**src/rtl/mipwm_pkg.sv**
```systemverilog
// package for the multiphase interleaved pwm sequencer
package mipwm_pkg;
  localparam int MAX_PHASES      = 6;
  localparam int PER_W           = 16;
  localparam int RAMP_W          = 12;
  localparam int SYS_CLK_HZ      = 50_000_000;
  localparam int FSW_HZ_DEFAULT  = 500_000;
  // cycles per switching period, derived from rate and frequency
  localparam int PERIOD_CYC_DEF  = SYS_CLK_HZ / FSW_HZ_DEFAULT;
  // input sense reference: 12 V expressed in the sense code scale
  localparam int VIN_REF_MV      = 12_000;
  localparam int STRAP_WAIT_CYC  = 4;
  localparam logic [2:0] PH_RST  = 3'h6;
  typedef enum logic [1:0] {MIPWM_OUT_LOW, MIPWM_OUT_HIGH, MIPWM_OUT_MID} mipwm_lvl_t;
  typedef enum logic [1:0] {MIPWM_ST_STRAP, MIPWM_ST_SOFT, MIPWM_ST_RUN} mipwm_st_t;
endpackage

```
**src/rtl/mipwm_sequencer.sv**
```systemverilog
// multiphase interleaved pwm sequencer top level
`timescale 1ns/1ns
module mipwm_sequencer
  import mipwm_pkg::*;
#(
  parameter int N_MAX    = mipwm_pkg::MAX_PHASES,
  parameter int W        = mipwm_pkg::PER_W,
  parameter int SOFT_CYC = 64
)
(
  input  wire logic              sys_clk,                     // system clock
  input  wire logic              srst,                        // sync reset, high
  input  wire logic [N_MAX-1:0]  strapIn,                     // pwm pins read as inputs
  input  wire logic [W-1:0]      switching_frequency,         // period in clock cycles
  input  wire logic [W-1:0]      dutyDemand,                  // trailing edge demand, cycles
  input  wire logic [RAMP_W-1:0] input_voltage_sense_pin,     // vin code, millivolts
  input  wire logic [RAMP_W-1:0] ramp_adjust_setting,         // ramp adjust code
  input  wire logic              all_phase_fire_on_step,      // large load step seen
  input  wire logic              dual_edge_pulse_positioning, // transient mode on
  input  wire logic [2:0]        shedCount,                   // requested phases, 0 = all
  input  wire logic              faultHold,                   // oc or ov fault
  output logic [2:0]             activePhases,                // latched phase count
  output logic [W-1:0]           rampSlope,                   // scaled up-ramp slope
  output logic                   running,                     // switching allowed
  output mipwm_pkg::mipwm_lvl_t  pwmLevel [N_MAX]             // per channel level
);
  import mipwm_pkg::*;

  mipwm_st_t  state;
  logic [7:0] waitCnt;
  logic [W-1:0] cycCnt;
  logic [2:0] runPhases;
  logic [2:0] slotIdx;
  logic [W-1:0] slotCnt;
  logic [2:0] rrIdx;
  logic [N_MAX-1:0] leadEv;
  logic [N_MAX-1:0] trailEv;
  logic [N_MAX-1:0] pulseOn;

  // first strapped pin gives the count; none strapped means the maximum
  function automatic logic [2:0] strap_count(input logic [N_MAX-1:0] s);
    logic [2:0] n;
    n = 3'(N_MAX);
    for (int i = N_MAX - 1; i >= 0; i--)
      if (s[i])
        n = 3'(i);
    return n;
  endfunction

  // slot length is the period split evenly over the active phases
  function automatic logic [W-1:0] slot_len(input logic [W-1:0] per, input logic [2:0] n);
    return (n == 3'h0) ? per : W'(per / n);
  endfunction

  wire logic [2:0]   strapPhases = strap_count(strapIn);
  wire logic [W-1:0] slotLen     = slot_len(switching_frequency, runPhases);
  wire logic         slotEnd     = (slotCnt >= slotLen - W'(1));
  wire logic         lastSlot    = (slotIdx >= runPhases - 3'h1);
  wire logic         cycleEnd    = slotEnd && lastSlot;
  wire logic [2:0]   reqPhases   = (shedCount == 3'h0 || shedCount > activePhases)
                                   ? activePhases : shedCount;
  wire logic [W-1:0] trailPoint  = (dutyDemand >= slotLen) ? slotLen - W'(1) : dutyDemand;
  wire logic         softDone    = (waitCnt == 8'(SOFT_CYC));
  wire logic [2*RAMP_W-1:0] rampProd = input_voltage_sense_pin * ramp_adjust_setting;

  assign running = (state == MIPWM_ST_RUN) && (activePhases != 3'h0);

  // strap capture once after reset, then soft-start delay, then run
  always_ff @(posedge sys_clk)
  begin
    if (srst)
    begin
      state        <= MIPWM_ST_STRAP;
      waitCnt      <= 8'h00;
      activePhases <= PH_RST;
    end
    else
    begin
      unique case (state)
        MIPWM_ST_STRAP:
        begin
          waitCnt <= waitCnt + 8'h01;
          if (waitCnt == 8'(STRAP_WAIT_CYC))
          begin
            activePhases <= strapPhases;
            waitCnt      <= 8'h00;
            state        <= MIPWM_ST_SOFT;
          end
        end
        MIPWM_ST_SOFT:
        begin
          waitCnt <= waitCnt + 8'h01;
          if (softDone)
            state <= MIPWM_ST_RUN;
        end
        MIPWM_ST_RUN:
          state <= MIPWM_ST_RUN;
      endcase
    end
  end

  // slot timer: each channel owns one slot, slots repeat every period
  always_ff @(posedge sys_clk)
  begin
    if (srst || !running)
    begin
      slotCnt   <= '0;
      slotIdx   <= 3'h0;
      cycCnt    <= '0;
      runPhases <= activePhases;
    end
    else if (slotEnd)
    begin
      slotCnt <= '0;
      cycCnt  <= cycleEnd ? '0 : cycCnt + W'(1);
      slotIdx <= lastSlot ? 3'h0 : slotIdx + 3'h1;
      if (cycleEnd)
        runPhases <= reqPhases;
    end
    else
      slotCnt <= slotCnt + W'(1);
  end

  // round robin pointer spreads extra transient pulses over phases
  always_ff @(posedge sys_clk)
  begin
    if (srst || !running)
      rrIdx <= 3'h0;
    else if (dual_edge_pulse_positioning && !all_phase_fire_on_step && slotCnt == trailPoint)
      rrIdx <= (rrIdx >= runPhases - 3'h1) ? 3'h0 : rrIdx + 3'h1;
  end

  // ramp feed-forward: vin over the 12 V reference times adjust
  always_ff @(posedge sys_clk)
  begin
    if (srst)
      rampSlope <= '0;
    else
      rampSlope <= W'(rampProd / (2*RAMP_W)'(VIN_REF_MV));
  end

  // edge events per channel: lead at slot start, trail at the demand point
  always_comb
  begin
    leadEv  = '0;
    trailEv = '0;
    for (int i = 0; i < N_MAX; i++)
    begin
      if (running && 3'(i) < runPhases)
      begin
        if (all_phase_fire_on_step)
          leadEv[i] = 1'b1;
        else if (dual_edge_pulse_positioning && 3'(i) == rrIdx && slotCnt == '0)
          leadEv[i] = 1'b1;
        else if (slotIdx == 3'(i) && slotCnt == '0)
          leadEv[i] = 1'b1;
        // trailing edge ends one slot after the previous channel's
        if (!all_phase_fire_on_step && slotIdx == 3'(i) && slotCnt == trailPoint)
          trailEv[i] = 1'b1;
      end
    end
  end

  // channels; shed channels sit at mid level while running, channels beyond the strapped count go low
  for (genvar g = 0; g < N_MAX; g++)
  begin : gCh
    wire logic shedMid = running && (3'(g) >= runPhases) && (3'(g) < activePhases);
    wire logic midNow  = (state == MIPWM_ST_SOFT) || faultHold || shedMid;
    mipwm_channel #(.W(W)) uCh (
      .sys_clk (sys_clk),
      .srst    (srst),
      .enable  (running && 3'(g) < runPhases),
      .midHold (midNow),
      .lead    (leadEv[g]),
      .trail   (trailEv[g]),
      .pulseOn (pulseOn[g]),
      .level   (pwmLevel[g])
    );
  end

  // no switching at all when zero phases strapped: channel one never goes high
  zero_off_a: assert property (@(posedge sys_clk) disable iff (srst)
    (state == MIPWM_ST_RUN && activePhases == 3'h0) |=> (pwmLevel[0] != MIPWM_OUT_HIGH))
    else $error("switching with zero phases");
  // slot counter and slot index advance together, so spacing stays even
  slot_count_a: assert property (@(posedge sys_clk) disable iff (srst)
    running |-> (cycCnt == W'(slotIdx))) else $error("slot count drift");
  // a fault pulls the outputs to mid level on the next edge
  fault_mid_a: assert property (@(posedge sys_clk) disable iff (srst)
    faultHold |=> (pwmLevel[0] == MIPWM_OUT_MID)) else $error("fault not mid");
  // channels beyond the strapped count stay low once running with no fault; a fault holds them at mid level
  unused_low_a: assert property (@(posedge sys_clk) disable iff (srst)
    (state == MIPWM_ST_RUN && !faultHold && activePhases < 3'h6)
    |=> (pwmLevel[5] == MIPWM_OUT_LOW)) else $error("unused channel moved");
  // in steady state channel one leads at the start of its own slot
  lead_slot_a: assert property (@(posedge sys_clk) disable iff (srst)
    (running && !all_phase_fire_on_step && slotIdx == 3'h0 && slotCnt == '0
     && runPhases != 3'h0) |-> leadEv[0]) else $error("missing lead edge");
  strap_latch_a: assert property (@(posedge sys_clk) disable iff (srst)
    (state == MIPWM_ST_RUN) |-> $stable(activePhases)) else $error("phase count moved");
  order_step_a: assert property (@(posedge sys_clk) disable iff (srst)
    (running && slotEnd && !lastSlot) |=> (slotIdx == $past(slotIdx) + 3'h1))
    else $error("slot order broken");
  wrap_a: assert property (@(posedge sys_clk) disable iff (srst)
    (running && cycleEnd) |=> (slotIdx == 3'h0)) else $error("no wrap to one");
  shed_next_a: assert property (@(posedge sys_clk) disable iff (srst)
    (running && !cycleEnd) |=> $stable(runPhases)) else $error("shed mid cycle");
  all_fire_a: assert property (@(posedge sys_clk) disable iff (srst)
    (running && all_phase_fire_on_step && runPhases != 3'h0) |-> leadEv[0])
    else $error("step did not fire");
  soft_mid_a: assert property (@(posedge sys_clk) disable iff (srst)
    (state == MIPWM_ST_SOFT) |=> (pwmLevel[0] == MIPWM_OUT_MID))
    else $error("soft start not mid");
  limit_a: assert property (@(posedge sys_clk) disable iff (srst)
    running |-> (runPhases <= activePhases)) else $error("too many phases");
  trail_one_a: assert property (@(posedge sys_clk) disable iff (srst)
    $onehot0(trailEv)) else $error("two trailing edges");
  cover_six_c: cover property (@(posedge sys_clk) running && activePhases == 3'h6 && cycleEnd);
  cover_step_c: cover property (@(posedge sys_clk) running && all_phase_fire_on_step);
  cover_shed_c: cover property (@(posedge sys_clk) running && runPhases < activePhases);
  cover_five_c: cover property (@(posedge sys_clk) running && activePhases == 3'h5 && cycleEnd);
  cover_depp_c: cover property (@(posedge sys_clk) running && dual_edge_pulse_positioning);
endmodule

```
**src/rtl/mipwm_channel.sv**
```systemverilog
// one pwm channel: leading and trailing edge comparator with level coding
`timescale 1ns/1ns
module mipwm_channel
  import mipwm_pkg::*;
#(
  parameter int W = mipwm_pkg::PER_W
)
(
  input  wire logic         sys_clk,   // system clock
  input  wire logic         srst,      // sync reset, high
  input  wire logic         enable,    // channel may switch
  input  wire logic         midHold,   // force tri-state level
  input  wire logic         lead,      // leading edge event
  input  wire logic         trail,     // trailing edge event
  output logic              pulseOn,   // pulse state
  output mipwm_pkg::mipwm_lvl_t level  // output level code
);
  // pulse set on leading edge, cleared on trailing; trailing wins to avoid runaway on
  always_ff @(posedge sys_clk)
  begin
    if (srst || !enable || midHold)
      pulseOn <= 1'b0;
    else if (trail)
      pulseOn <= 1'b0;
    else if (lead)
      pulseOn <= 1'b1;
  end

  // registered level so the output is glitch free
  always_ff @(posedge sys_clk)
  begin
    if (srst)
      level <= MIPWM_OUT_MID;
    else if (midHold)
      level <= MIPWM_OUT_MID;
    else if (!enable)
      level <= MIPWM_OUT_LOW;
    else if (trail)
      level <= MIPWM_OUT_LOW;
    else if (lead || pulseOn)
      level <= MIPWM_OUT_HIGH;
    else
      level <= MIPWM_OUT_LOW;
  end
endmodule

```
**config.mk**
```make
export PLATFORM = sky130hd
export DESIGN_NAME = mipwm_sequencer
export DESIGN_NICKNAME = d
export VERILOG_FILES = /design/src/rtl/mipwm_pkg.sv /design/src/rtl/mipwm_sequencer.sv /design/src/rtl/mipwm_channel.sv
export SDC_FILE = /design/constraint.sdc
export NUM_CORES = 1
export LEC_CHECK = 0
export BUFFER_PORTS_ARGS = -buffer_cell sky130_fd_sc_hd__buf_2
export CAP_MARGIN = 0
export CORE_UTILIZATION = 50
export CTS_CLUSTER_DIAMETER = 150
export DETAILED_ROUTE_END_ITERATION = 8
export HOLD_SLACK_MARGIN = 0.05
export PLACE_DENSITY = 0.69
export SLEW_MARGIN = 20
export SYNTH_ARGS = -nofsm -noshare
export SYNTH_HDL_FRONTEND = slang
export SYNTH_HIERARCHICAL = 1
export SYNTH_SLANG_ARGS = --single-unit
```
**constraint.sdc**
```tcl
create_clock -name sys_clk -period 34.8 [get_ports sys_clk]
set_input_delay 0 -clock sys_clk [delete_from_list [all_inputs] [get_ports sys_clk]]
set_output_delay 0 -clock sys_clk [all_outputs]
set_load 0.02 [all_outputs]
```
---- Word level (Yosys, flattened, before mapping) ----
Index checks and enable logic that the tools add are counted.
storage, ports and cells
  memories kept ........................... 0
  bits in latches ......................... 0
  memory bits (read-only) ................. 0
  output and inout bits ................... 32
  register bits ........................... 72
  bits in writable memories ............... 0
  word-level logic and storage cells ...... 273
operators by class
  magnitude comparators ................... 23
  shift-type cells ........................ 0
  $add $sub $neg .......................... 6
  equal/unequal tests ..................... 17
  muxes and demuxes ....................... 73
  reductions and logical operators ........ 119
  div/mod/pow operators ................... 2
  bitwise logic cells ..................... 6
  multiply operators ...................... 1
operators with widths
  operator                                                                count
  1-bit logical AND                                                       52
  1-bit 2-to-1 mux                                                        42
  3-bit 2-to-1 mux                                                        11
  16-bit >= comparator                                                    2
  16-bit 2-to-1 mux                                                       2
  2-bit 2-to-1 mux                                                        15
  1-bit logical OR                                                        27
  2-bit OR reduction                                                      13
  24-bit by 14-bit divider with 24-bit output (second input constant)     1
  12-bit by 12-bit multiplier with 24-bit output                          1
  4-bit OR reduction                                                      6
  16-bit by 1-bit adder with 16-bit output (second input constant)        1
  16-bit by 3-bit divider with 16-bit output                              1
  16-bit equality test                                                    1
  16-bit logical NOT                                                      1
  8-bit one-hot mux with 2 select lines                                   1
  16-bit by 1-bit subtractor with 16-bit output (second input constant)   1
  3-bit logical NOT                                                       4
  1-bit by 3-bit < comparator with 1-bit output (first input constant)    4
  2-bit by 3-bit < comparator with 1-bit output (first input constant)    4
  3-bit < comparator (first input constant)                               4
  8-bit by 1-bit adder with 8-bit output (second input constant)          1
  8-bit by 3-bit equality test with 1-bit output (second input constant)  1
  8-bit by 7-bit equality test with 1-bit output (second input constant)  1
  other kinds (24)                                                        50

---- Depth between registers and ports, before layout ----
Gate-level depths: netlist of run 1.
  depth in word-level cells ............... 10
  mapped depth ............................ 163

---- Modules after synthesis ----
The synthesis of run 1 kept the hierarchy.
by module, submodules not included
  module           area each (µm²)  seq. area each (µm²)  times used  cells each
  mipwm_sequencer  17,279.1         1,011.0               1           2,322
  mipwm_channel    90.1             60.1                  6           7

---- Least setup slack after synthesis of run 1 ----
OpenSTA, ideal clock, no wires.
  path type ............................... reg-to-reg
  start point ............................. reg runPhases[0]
  end point ............................... reg rrIdx[0]
  data arrival time ....................... 28.245 ns
  stages on the path, launching flop included .. 155
  buffers on the path ..................... 7
  path slack .............................. 6.431 ns
  period minus slack after synthesis ...... 28.369 ns
  cells stage by stage .................... edfxtp_1 > inv_1 > ha_1 > nor3b_1 > a2bb2oi_2 > ha_1 > a21oi_1 > o21bai_1 > and2_1 > ha_1 > o21a_1 > o21ai_0 > nand3b_1 > o21ai_0 > ha_1 > o21a_1 > o21a_1 > or2_2 > (+119 left out) > nand2b_1 > a21oi_1 > nor2b_1 > o21ai_0 > nand2b_1 > a21oi_1 > nor2b_1 > o21ai_0 > nand2b_1 > a21oi_1 > nand3_1 > o221ai_1 > nor3b_1 > nor4bb_1 > nand3_1 > a211oi_2 > nand3_1 > mux2_1
between the ends
  cells in the longest elaborated chain, start to end .. 6
  elaborated cells on any way between the ends .. 11
  classes of those cells .................. add/sub: 2; div: 1; order compare: 2; eq/ne: 1; mux: 3; reduce/logical: 2
RTL lines
  item                                                                                   line                    text
  from (decl)                                                                            mipwm_sequencer.sv:32   logic [2:0] runPhases;
  from (signal assigned)                                                                 mipwm_sequencer.sv:110  runPhases <= activePhases;
  from (signal assigned)                                                                 mipwm_sequencer.sv:118  runPhases <= reqPhases;
  16-bit by 3-bit divider with 16-bit output or 3-bit logical NOT (tied branches)        mipwm_sequencer.sv:52   return (n == 3'h0) ? per : W'(per / n);
  16-bit 2-to-1 mux                                                                      mipwm_sequencer.sv:52
  16-bit by 1-bit subtractor with 16-bit output or 16-bit >= comparator (tied branches)  mipwm_sequencer.sv:62   wire logic [W-1:0] trailPoint = (dutyDemand >= slotLen) ? slotLen - W'(1) : dutyDemand;
  16-bit 2-to-1 mux                                                                      mipwm_sequencer.sv:62
  16-bit equality test                                                                   mipwm_sequencer.sv:129  else if (dual_edge_pulse_positioning && !all_phase_fire_on_step && slotCnt == trailPoint)
  1-bit logical AND                                                                      mipwm_sequencer.sv:129
  to (signal assigned)                                                                   mipwm_sequencer.sv:130  rrIdx <= (rrIdx >= runPhases - 3'h1) ? 3'h0 : rrIdx + 3'h1;
  to (decl)                                                                              mipwm_sequencer.sv:35   logic [2:0] rrIdx;
Parallel ways exist; a longest one is shown, timed or not.
A chain may end at the register's enable or synchronous reset.

---- Worst setup path after layout of run 1 ----
  start point ............................. reg runPhases[0]
  end point ............................... reg gCh[1].uCh.pulseOn
between the ends
  cells in the longest elaborated chain, start to end .. 9
  elaborated cells on any way between the ends .. 21
  classes of those cells .................. add/sub: 1; div: 1; order compare: 3; eq/ne: 1; mux: 5; reduce/logical: 10
RTL lines
  item                                                                                   line                    text
  16-bit by 3-bit divider with 16-bit output or 3-bit logical NOT (tied branches)        mipwm_sequencer.sv:52
  16-bit 2-to-1 mux                                                                      mipwm_sequencer.sv:52
  16-bit by 1-bit subtractor with 16-bit output or 16-bit >= comparator (tied branches)  mipwm_sequencer.sv:62
  16-bit 2-to-1 mux                                                                      mipwm_sequencer.sv:62
  16-bit equality test                                                                   mipwm_sequencer.sv:158  if (!all_phase_fire_on_step && slotIdx == 3'(i) && slotCnt == trailPoint)
  1-bit logical AND                                                                      mipwm_sequencer.sv:158
  1-bit 2-to-1 mux                                                                       mipwm_sequencer.sv:158
  1-bit 2-to-1 mux *                                                                     mipwm_sequencer.sv:149  if (running && 3'(i) < runPhases)
  named net trailEv[1]                                                                   mipwm_sequencer.sv:37   logic [N_MAX-1:0] trailEv;
  2-bit OR reduction (no source line) *                                                  -
  to (signal assigned)                                                                   mipwm_channel.sv:22     pulseOn <= 1'b0;
  to (signal assigned)                                                                   mipwm_channel.sv:24     pulseOn <= 1'b0;
  to (signal assigned)                                                                   mipwm_channel.sv:26     pulseOn <= 1'b1;
  to (decl)                                                                              mipwm_channel.sv:15     output logic pulseOn,
Mark *: on every way through the listed nets, which the timed path passes. The rest lies on a longest branch.

==> results.md, run 1 <==
Setup path:
- By instance count, the cell type seen most on the critical path is o21ai_0.
- The largest driver fanout on the critical path is 11.
- The worst setup path is of the reg -> reg kind.
- The element type at the critical path start is a register.
- The slowest library cell on the worst path is edfxtp_1.
- Among cell families on the critical path, the largest total delay comes from compound AO/OA/AOI/OAI gates.
- The maximum single-stage delay on the critical path is between 0.5 and 0.6 ns.
- Data arrives at the worst endpoint at approximately 32 ns.
- Data on the critical path is required at its endpoint by around 35 ns.
- The buffers plus inverters on the worst setup path is 2.
- STA classifies the critical path endpoint as a register.

STA:
- For the final database, setup skew stands at approximately 0.008 ns.
- Setup repair after global routing left no endpoint under its margin.
- The worst pin sits at a relative slew slack of between 20% and 30%.
- The max-slew violation count is 0.
- The worst slack on hold paths is ~0.097 ns.
- For the finished layout, the period the worst path requires is around 32 ns.
- The ratio of final minimum period to clock period is 91.2%.
- The number of hold violations in the final report is 0.
- The transition time of the tightest slew-check pin is between 1 and 1.5 ns.
- For the final routed database, the setup TNS stands at 0 ns.
- The number of setup violations in the final report is 0.
- Timing would allow up to approximately 0.031 GHz.

Finish:
- The top cell types in the final layout, fill and taps aside, are 255 x nand2_1, 216 x nor2_1, 175 x inv_1.
- The signed area change from the synthesized netlist to the final layout is 6.05%.
- The library cell used most frequently in the layout, excluding fill and tap cells, is nand2_1.
- In the final layout, the share of cells above drive strength 1 is 12.0%.
- The count of nets after finishing is ~2700.

Floorplanning:
- The die footprint is 0.0364 mm^2.
- Once the floorplan was initialized, standard cells occupied 51.2% of the core.
- The total area inside the core boundary comes to around 0.035 mm^2.
- The top-level port count is a little over 100.
- The die boundary height is around 190 um.
- The die is approximately 190 um wide.
- The number of cell rows is 68.

Synth:
- After synthesis, the share of flip-flops with an asynchronous set or reset is 0%.
- The number of warnings reported in the yosys synthesis log is 6.
- For this run, the leading register cell type out of synthesis is dfxtp_1.
- Sorting the synthesized cells by area gives the leading types as ha_1 12%, fa_1 11%, dfxtp_1 7.2%.
- The post-synthesis instance total is 2364.
- Counting flops with a built-in enable in the synthesized netlist gives 3.
- The post-synthesis cell area is roughly 0.018 mm^2.
- Yosys mapped the design onto approximately 130 distinct sky130hd cell types.
- The post-synthesis cell type with the largest combined area is ha_1.
- The synthesized area divided by synthesized cell count is around 7.5 um^2.
- The post-synthesis sequential area ratio is between 7 and 8%.
- The share of synthesized area in the top cell type comes to 12.0%.
- In this run, synthesis produced a sequential element count of 67.

Drt:
- In the final routed layout, each cell accounts on average for about 18 um.
- The sum of routed wire length over all layers is 50.1 mm.
- Dividing the detail-routed via count by the number of cells gives around 6.2.
- The final route contains ~18000 vias.
- Once detail routing completed, the nets flagged for antenna violations numbered 0.
- The starting DRC count in detailed routing is 1153.
- The first detailed-routing pass took 6 iterations.
- For this run, design rule violations remaining after detail routing come to 0.

Clock network:
- TritonCTS built the clock tree.
- The clock net sink count is 67.
- Clock latency on the worst-skew pair, taken at its later pin, is 0.33 ns.
- The total number of H-tree levels is 3.
- After clock tree synthesis, the clock-pin slew on the worst setup and hold paths is about 0.06 ns.
- The clock passes through at most 2 buffers.
- The number of CTS-inserted buffers is 9.
- CTS placed an instance of clkbuf_16 at the clock tree root.

Global route:
- The pin count of the biggest net entering global routing is 33.
- The initial antenna violation count is 0.
- Summed over all layers, the global routing overflow is 0.
- The number of global-route vias before repair is 17400.
- The global routing usage summed across all routing layers is 27.6%.
- The wire length of the first global-routing pass is roughly 84 mm.

Place:
- The final HPWL from detailed placement is roughly 40 mm.
- In this run the tool buffered the top-level ports with 96 buffer cells.
- The global placer's final weighted congestion is approximately 0.94.

Outcome:
- The flow ran to the end, and the final reports show no timing, DRC or antenna violations.

Flow run:
- The total of max-cap violations is 0.

Hold path:
- The class of the worst hold path is in -> reg.
-- worst reg2reg max path, delay by kind of cell, from the launching register on --
family,cells,cell delay [ns]
compound gates,68,12.93
simple gates,62,12.81
fa+ha+maj,16,4.56
flops,1,0.54
mux,1,0.39
buf+inv,2,0.37
-- through the flow --
stage	util (%)	instances	area, um^2	setup slack, ns
2_1_floorplan	-	2368	17800	6.43
3_3_place_gp	53.1	2829	18500	2.83
3_5_place_dp	53.1	2829	18500	1.51
4_1_cts	54.1	2849	18800	1.38
5_1_grt	54.3	2854	18900	0.0576
6_report	54.3	2855	18900	3.05
-- cell usage after synthesis, types with 40 or more instances --
| cell type | count |
|---|---|
| a21o_1 | 40 |
| a21oi_1 | 136 |
| and2_1 | 68 |
| clkbuf_1 | 65 |
| dfxtp_1 | 64 |
| fa_1 | 100 |
| ha_1 | 171 |
| inv_1 | 176 |
| nand2_1 | 255 |
| nand3_1 | 61 |
| nor2_1 | 218 |
| nor3_1 | 70 |
| o21ai_0 | 108 |
| xnor2_1 | 83 |
| xor2_1 | 44 |
-- layout make-up --
type                    count  area, um^2
clock buffers              10         239
inverters                 178         672
flip-flops and latches     67        1370
diodes                      1        2.50
clock inverters             6        38.8
well taps                 455         569
fillers                  3357       15900
repair inverters            1        5.00
multi-input cells        2028       15400
repair buffers            109         588
-- logic make-up after synthesis --
family	share of synthesized area (%)
compound gates	27.0
xor+xnor	6.58
fa+ha+maj	23.6
buf+inv	6.14
flops	7.70
mux	2.88
other cells	0.0210
simple gates	26.1
-- per-layer routing --
layer  GRT usage (%)  vias up  wire (um)
met3            2.78       94       2500
met5               0        -          0
met1            34.8     8442      21400
met4            6.31        0       1030
li1                -     8561          -
met2            50.1      585      25100
-- registers in the layout, summed over array words and instances (netlist names) --
register / count
state: 2
rampSlope: 11
waitCnt: 8
gCh.uCh/level: 12
activePhases: 3
rrIdx: 3
slotCnt: 16
slotIdx: 3
gCh.uCh/pulseOn: 6
runPhases: 3
-- path summary, 6_finish.rpt --
kind                            depth (start not counted)                         from  slack (ns)                  to
worst min register to register                          1                   waitCnt[7]        0.50          waitCnt[7]
worst min-delay path                                    3  dual_edge_pulse_positioning         0.1            rrIdx[2]
worst max register to register                        149                 runPhases[0]        3.05  gCh[1].uCh/pulseOn
worst max-delay path                                  149                 runPhases[0]        3.05  gCh[1].uCh/pulseOn
-- what timing repair did --
| action | 4_1_cts | 5_1_grt |
|---|---|---|
| resized for setup | 0 | 13 |
| endpoints found under the setup margin | 0 | 37 |
| hold endpoints to repair | 4 | 0 |
| hold buffers | 4 | 0 |
| buffers inserted | 0 | 4 |
Power of run 1 is left out: the tool's default activity adds up to more than one toggle a clock period on the data nets, which glitch-free logic cannot reach.
==> run 2, diff against run 1 <==
--- a/config.mk
+++ b/config.mk
@@ -7,11 +7,12 @@
 export LEC_CHECK = 0
 export BUFFER_PORTS_ARGS = -buffer_cell sky130_fd_sc_hd__buf_2
 export CAP_MARGIN = 0
-export CORE_UTILIZATION = 50
+export CORE_MARGIN = 3
+export CORE_UTILIZATION = 57
 export CTS_CLUSTER_DIAMETER = 150
 export DETAILED_ROUTE_END_ITERATION = 8
 export HOLD_SLACK_MARGIN = 0.05
-export PLACE_DENSITY = 0.69
+export PLACE_DENSITY = 0.77
 export SLEW_MARGIN = 20
 export SYNTH_ARGS = -nofsm -noshare
 export SYNTH_HDL_FRONTEND = slang
==> run 2 against run 1 <==
Net effect:
- die area shrank 8.2%
- fmax is 0.50% higher
- sequential share of layout area is essentially flat
- final area shrank 0.21%
- critical path type unchanged
- critical endpoint is now gCh[2].uCh/pulseOn
- highest routed layer is now met5
==> results.md, run 2 (synthesized netlist as in run 1, its figures left out) <==
Setup path:
- The worst register-to-register path begins at runPhases[0].
- The flop-to-flop setup slack is between 3 and 4 ns.
- On the critical path, the stage with the largest delay is an instance of edfxtp_1.
- The endpoint identified for the worst register-to-register timing path is gCh[2].uCh/pulseOn.
- The type of the setup path with the least slack is reg -> reg.
- On the worst path, the slowest cell contributes a delay of 0.57 ns.
- The largest driver fanout on the critical path is 10.
- The length in cells of the worst reg-to-reg path is ~150.
- The element type at the critical path start is a register.
- The capturing element type of the critical path is a register.
- The signal arrival time at the worst endpoint is 31.79 ns.
- The most numerous cell type found on the critical path is o21ai_0.
- For the worst setup path, the data required time is approximately 35 ns.
- The start point of the critical path is runPhases[0].
- The end point of the critical path is gCh[2].uCh/pulseOn.

Drt:
- The remaining design rule violation count is 0.
- In this run the remaining antenna-violating nets after routing total 0.
- The detailed-route via count is 17900.
- The number of vias per cell after detailed routing is ~6.4.
- The number of detailed-routing iterations run before antenna repair is 6.
- The starting DRC count in detailed routing is between 1000 and 1500.
- The detail-routed net length per standard cell is roughly 17 um.
- The sum of routed wire length over all layers is ~50 mm.

Place:
- Once detailed placement completed, the half-perimeter wirelength came to 39.2 mm.
- Once placement completed, the tool counted placed cells totaling approximately 2800.
- In this run the tool buffered the top-level ports with between 90 and 100 buffer cells.
- Before CTS, the worst setup slack after placement is 1.23 ns.
- Routability-driven placement finished with a final weighted congestion of around 0.98.

STA:
- The number of hold violations in the final report came to 0.
- At the pin with the least slew margin, the transition time is a little under 1 ns.
- Setup repair after global routing left no endpoint under its margin.
- For the final database, setup skew stands at 0.0105 ns.
- In the final timing run, aggregate negative setup slack is 0 ns.
- The number of setup violations in the final report is 0.
- The max-slew headroom at the worst pin is about a third.
- The post-route minimum period is approximately 32 ns.
- The max-slew violation count came to 0.
- Setup slack closes at around 3.2 ns.
- Static timing analysis puts the maximum clock frequency at 0.0317 GHz.
- Dividing the final minimum period by the clock period gives 90.8%.

Clock network:
- The H-tree was split into 3 levels.
- CTS placed an instance of clkbuf_16 at the clock tree root.
- The maximum clock insertion buffer count is 2.
- Counting every sink on the clock net gives 67.
- The clock tree from TritonCTS is done.
- The clock latency at the later pin of the worst-skew pair is 0.33 ns.
- Clock-pin slew was measured on the worst setup and hold paths at 0.05 ns.
- TritonCTS created 9 clock buffers.

Finish:
- The most common cell after layout, fill and taps aside is nand2_1.
- The register with the most flip-flops is slotCnt.
- The non-filler instance count after layout is between 2000 and 3000.
- The count of nets after finishing is ~2700.
- For this run, the share of the core covered by cells in the final layout is around three fifths.
- The area growth from synthesis to layout is 5.82%.
- The register with the most flip-flops in the layout has 16 of them.
- The largest registers in the layout are slotCnt (16), gCh.uCh/level (12), rampSlope (11).
- The area of the multi-input gates is 0.0154 mm^2.
- The layout has ~2800 filler cells.
- Across the whole layout, storage elements account for 0.00137 mm^2.
- The proportion of layout cells with a drive suffix above 1 is between 10% and 20%.
- Leaving out fill and tap cells, the most frequent cells in the layout are 255 x nand2_1, 217 x nor2_1, 175 x inv_1.

Flow run:
- The total of max-cap violations is 0.

Floorplanning:
- The core region area is ~0.031 mm^2.
- The initial utilization of the core area, before any placement, comes to 58.1%.
- The floorplan has 64 rows.
- Measured along the x axis, the die boundary spans 183 um.
- just over 100 I/O pins were placed.
- The die footprint is 0.0334 mm^2.
- The floorplan step set the die height to about 180 um.

Global route:
- The total overflow left after global routing is 0.
- The first global-routing pass estimated 82.0 mm of wire.
- Entering global routing, the biggest net connects 33 pins.
- The number of global-route vias before repair is between 15000 and 20000.
- The initial antenna violation count was 2.
- The global routing usage summed across all routing layers is between 20% and 30%.

Outcome:
- The flow ran to the end, and the final reports show no timing, DRC or antenna violations.

Hold path:
- The tightest min-delay check is of the in -> reg type.
[run 2: layer usage]
layer  global-route usage [%]  wire length, um  part of all wire (%)
met1                     35.9            20600                    42
met2                     51.1            24000                    49
met3                     3.17             2790                   5.7
met4                     8.38             1380                   2.8
met5                        0               27                 0.055
[run 2: per-stage QoR]
step                      area [um^2]  hold slack (ns)
after floorplan                 17800            0.126
after global placement          18400            0.345
after detailed placement        18400            0.350
after CTS                       18700           0.0586
after global routing            18900           0.0940
final                           18900           0.0827
[run 2: timing repair]
action | in CTS | in global routing
hold endpoints to repair | 3 | 0
buffers inserted | 0 | 6
resized for setup | 0 | 16
setup endpoints to repair | 0 | 37
hold buffers | 3 | 0
[run 2: worst min path at each step]
stage	start	to	depth (start not counted)
final	shedCount[0]	runPhases[0]	3
after global routing	faultHold	gCh[2].uCh/level[1]	4
after CTS	faultHold	gCh[2].uCh/level[1]	4
after detailed placement	shedCount[1]	runPhases[1]	2
after global placement	strapIn[0]	activePhases[0]	4
after floorplan	srst	gCh[0].uCh/level[1]	1
[run 2: layout make-up]
cell class	count	share of cell area, %
Tap cell	396	2.63
Clock inverter	2	0.0863
Inverter	178	3.56
Sequential cell	67	7.27
Timing Repair inverter	1	0.0265
Antenna cell	1	0.0133
Timing Repair Buffer	109	3.11
Multi-Input combinational cell	2028	81.8
Clock buffer	14	1.51
[run 2: worst max-delay path, delay by kind of cell (launching register included)]
| family | cells | cell delay [ns] |
|---|---|---|
| adders and majority gates | 16 | 4.73 |
| and+or+nand+nor | 63 | 12.50 |
| AOI/OAI and AO/OA | 70 | 13.06 |
| muxes | 1 | 0.37 |
| buffers and inverters | 1 | 0.20 |
| DFF | 1 | 0.57 |
Power of run 2 is left out for the same reason.
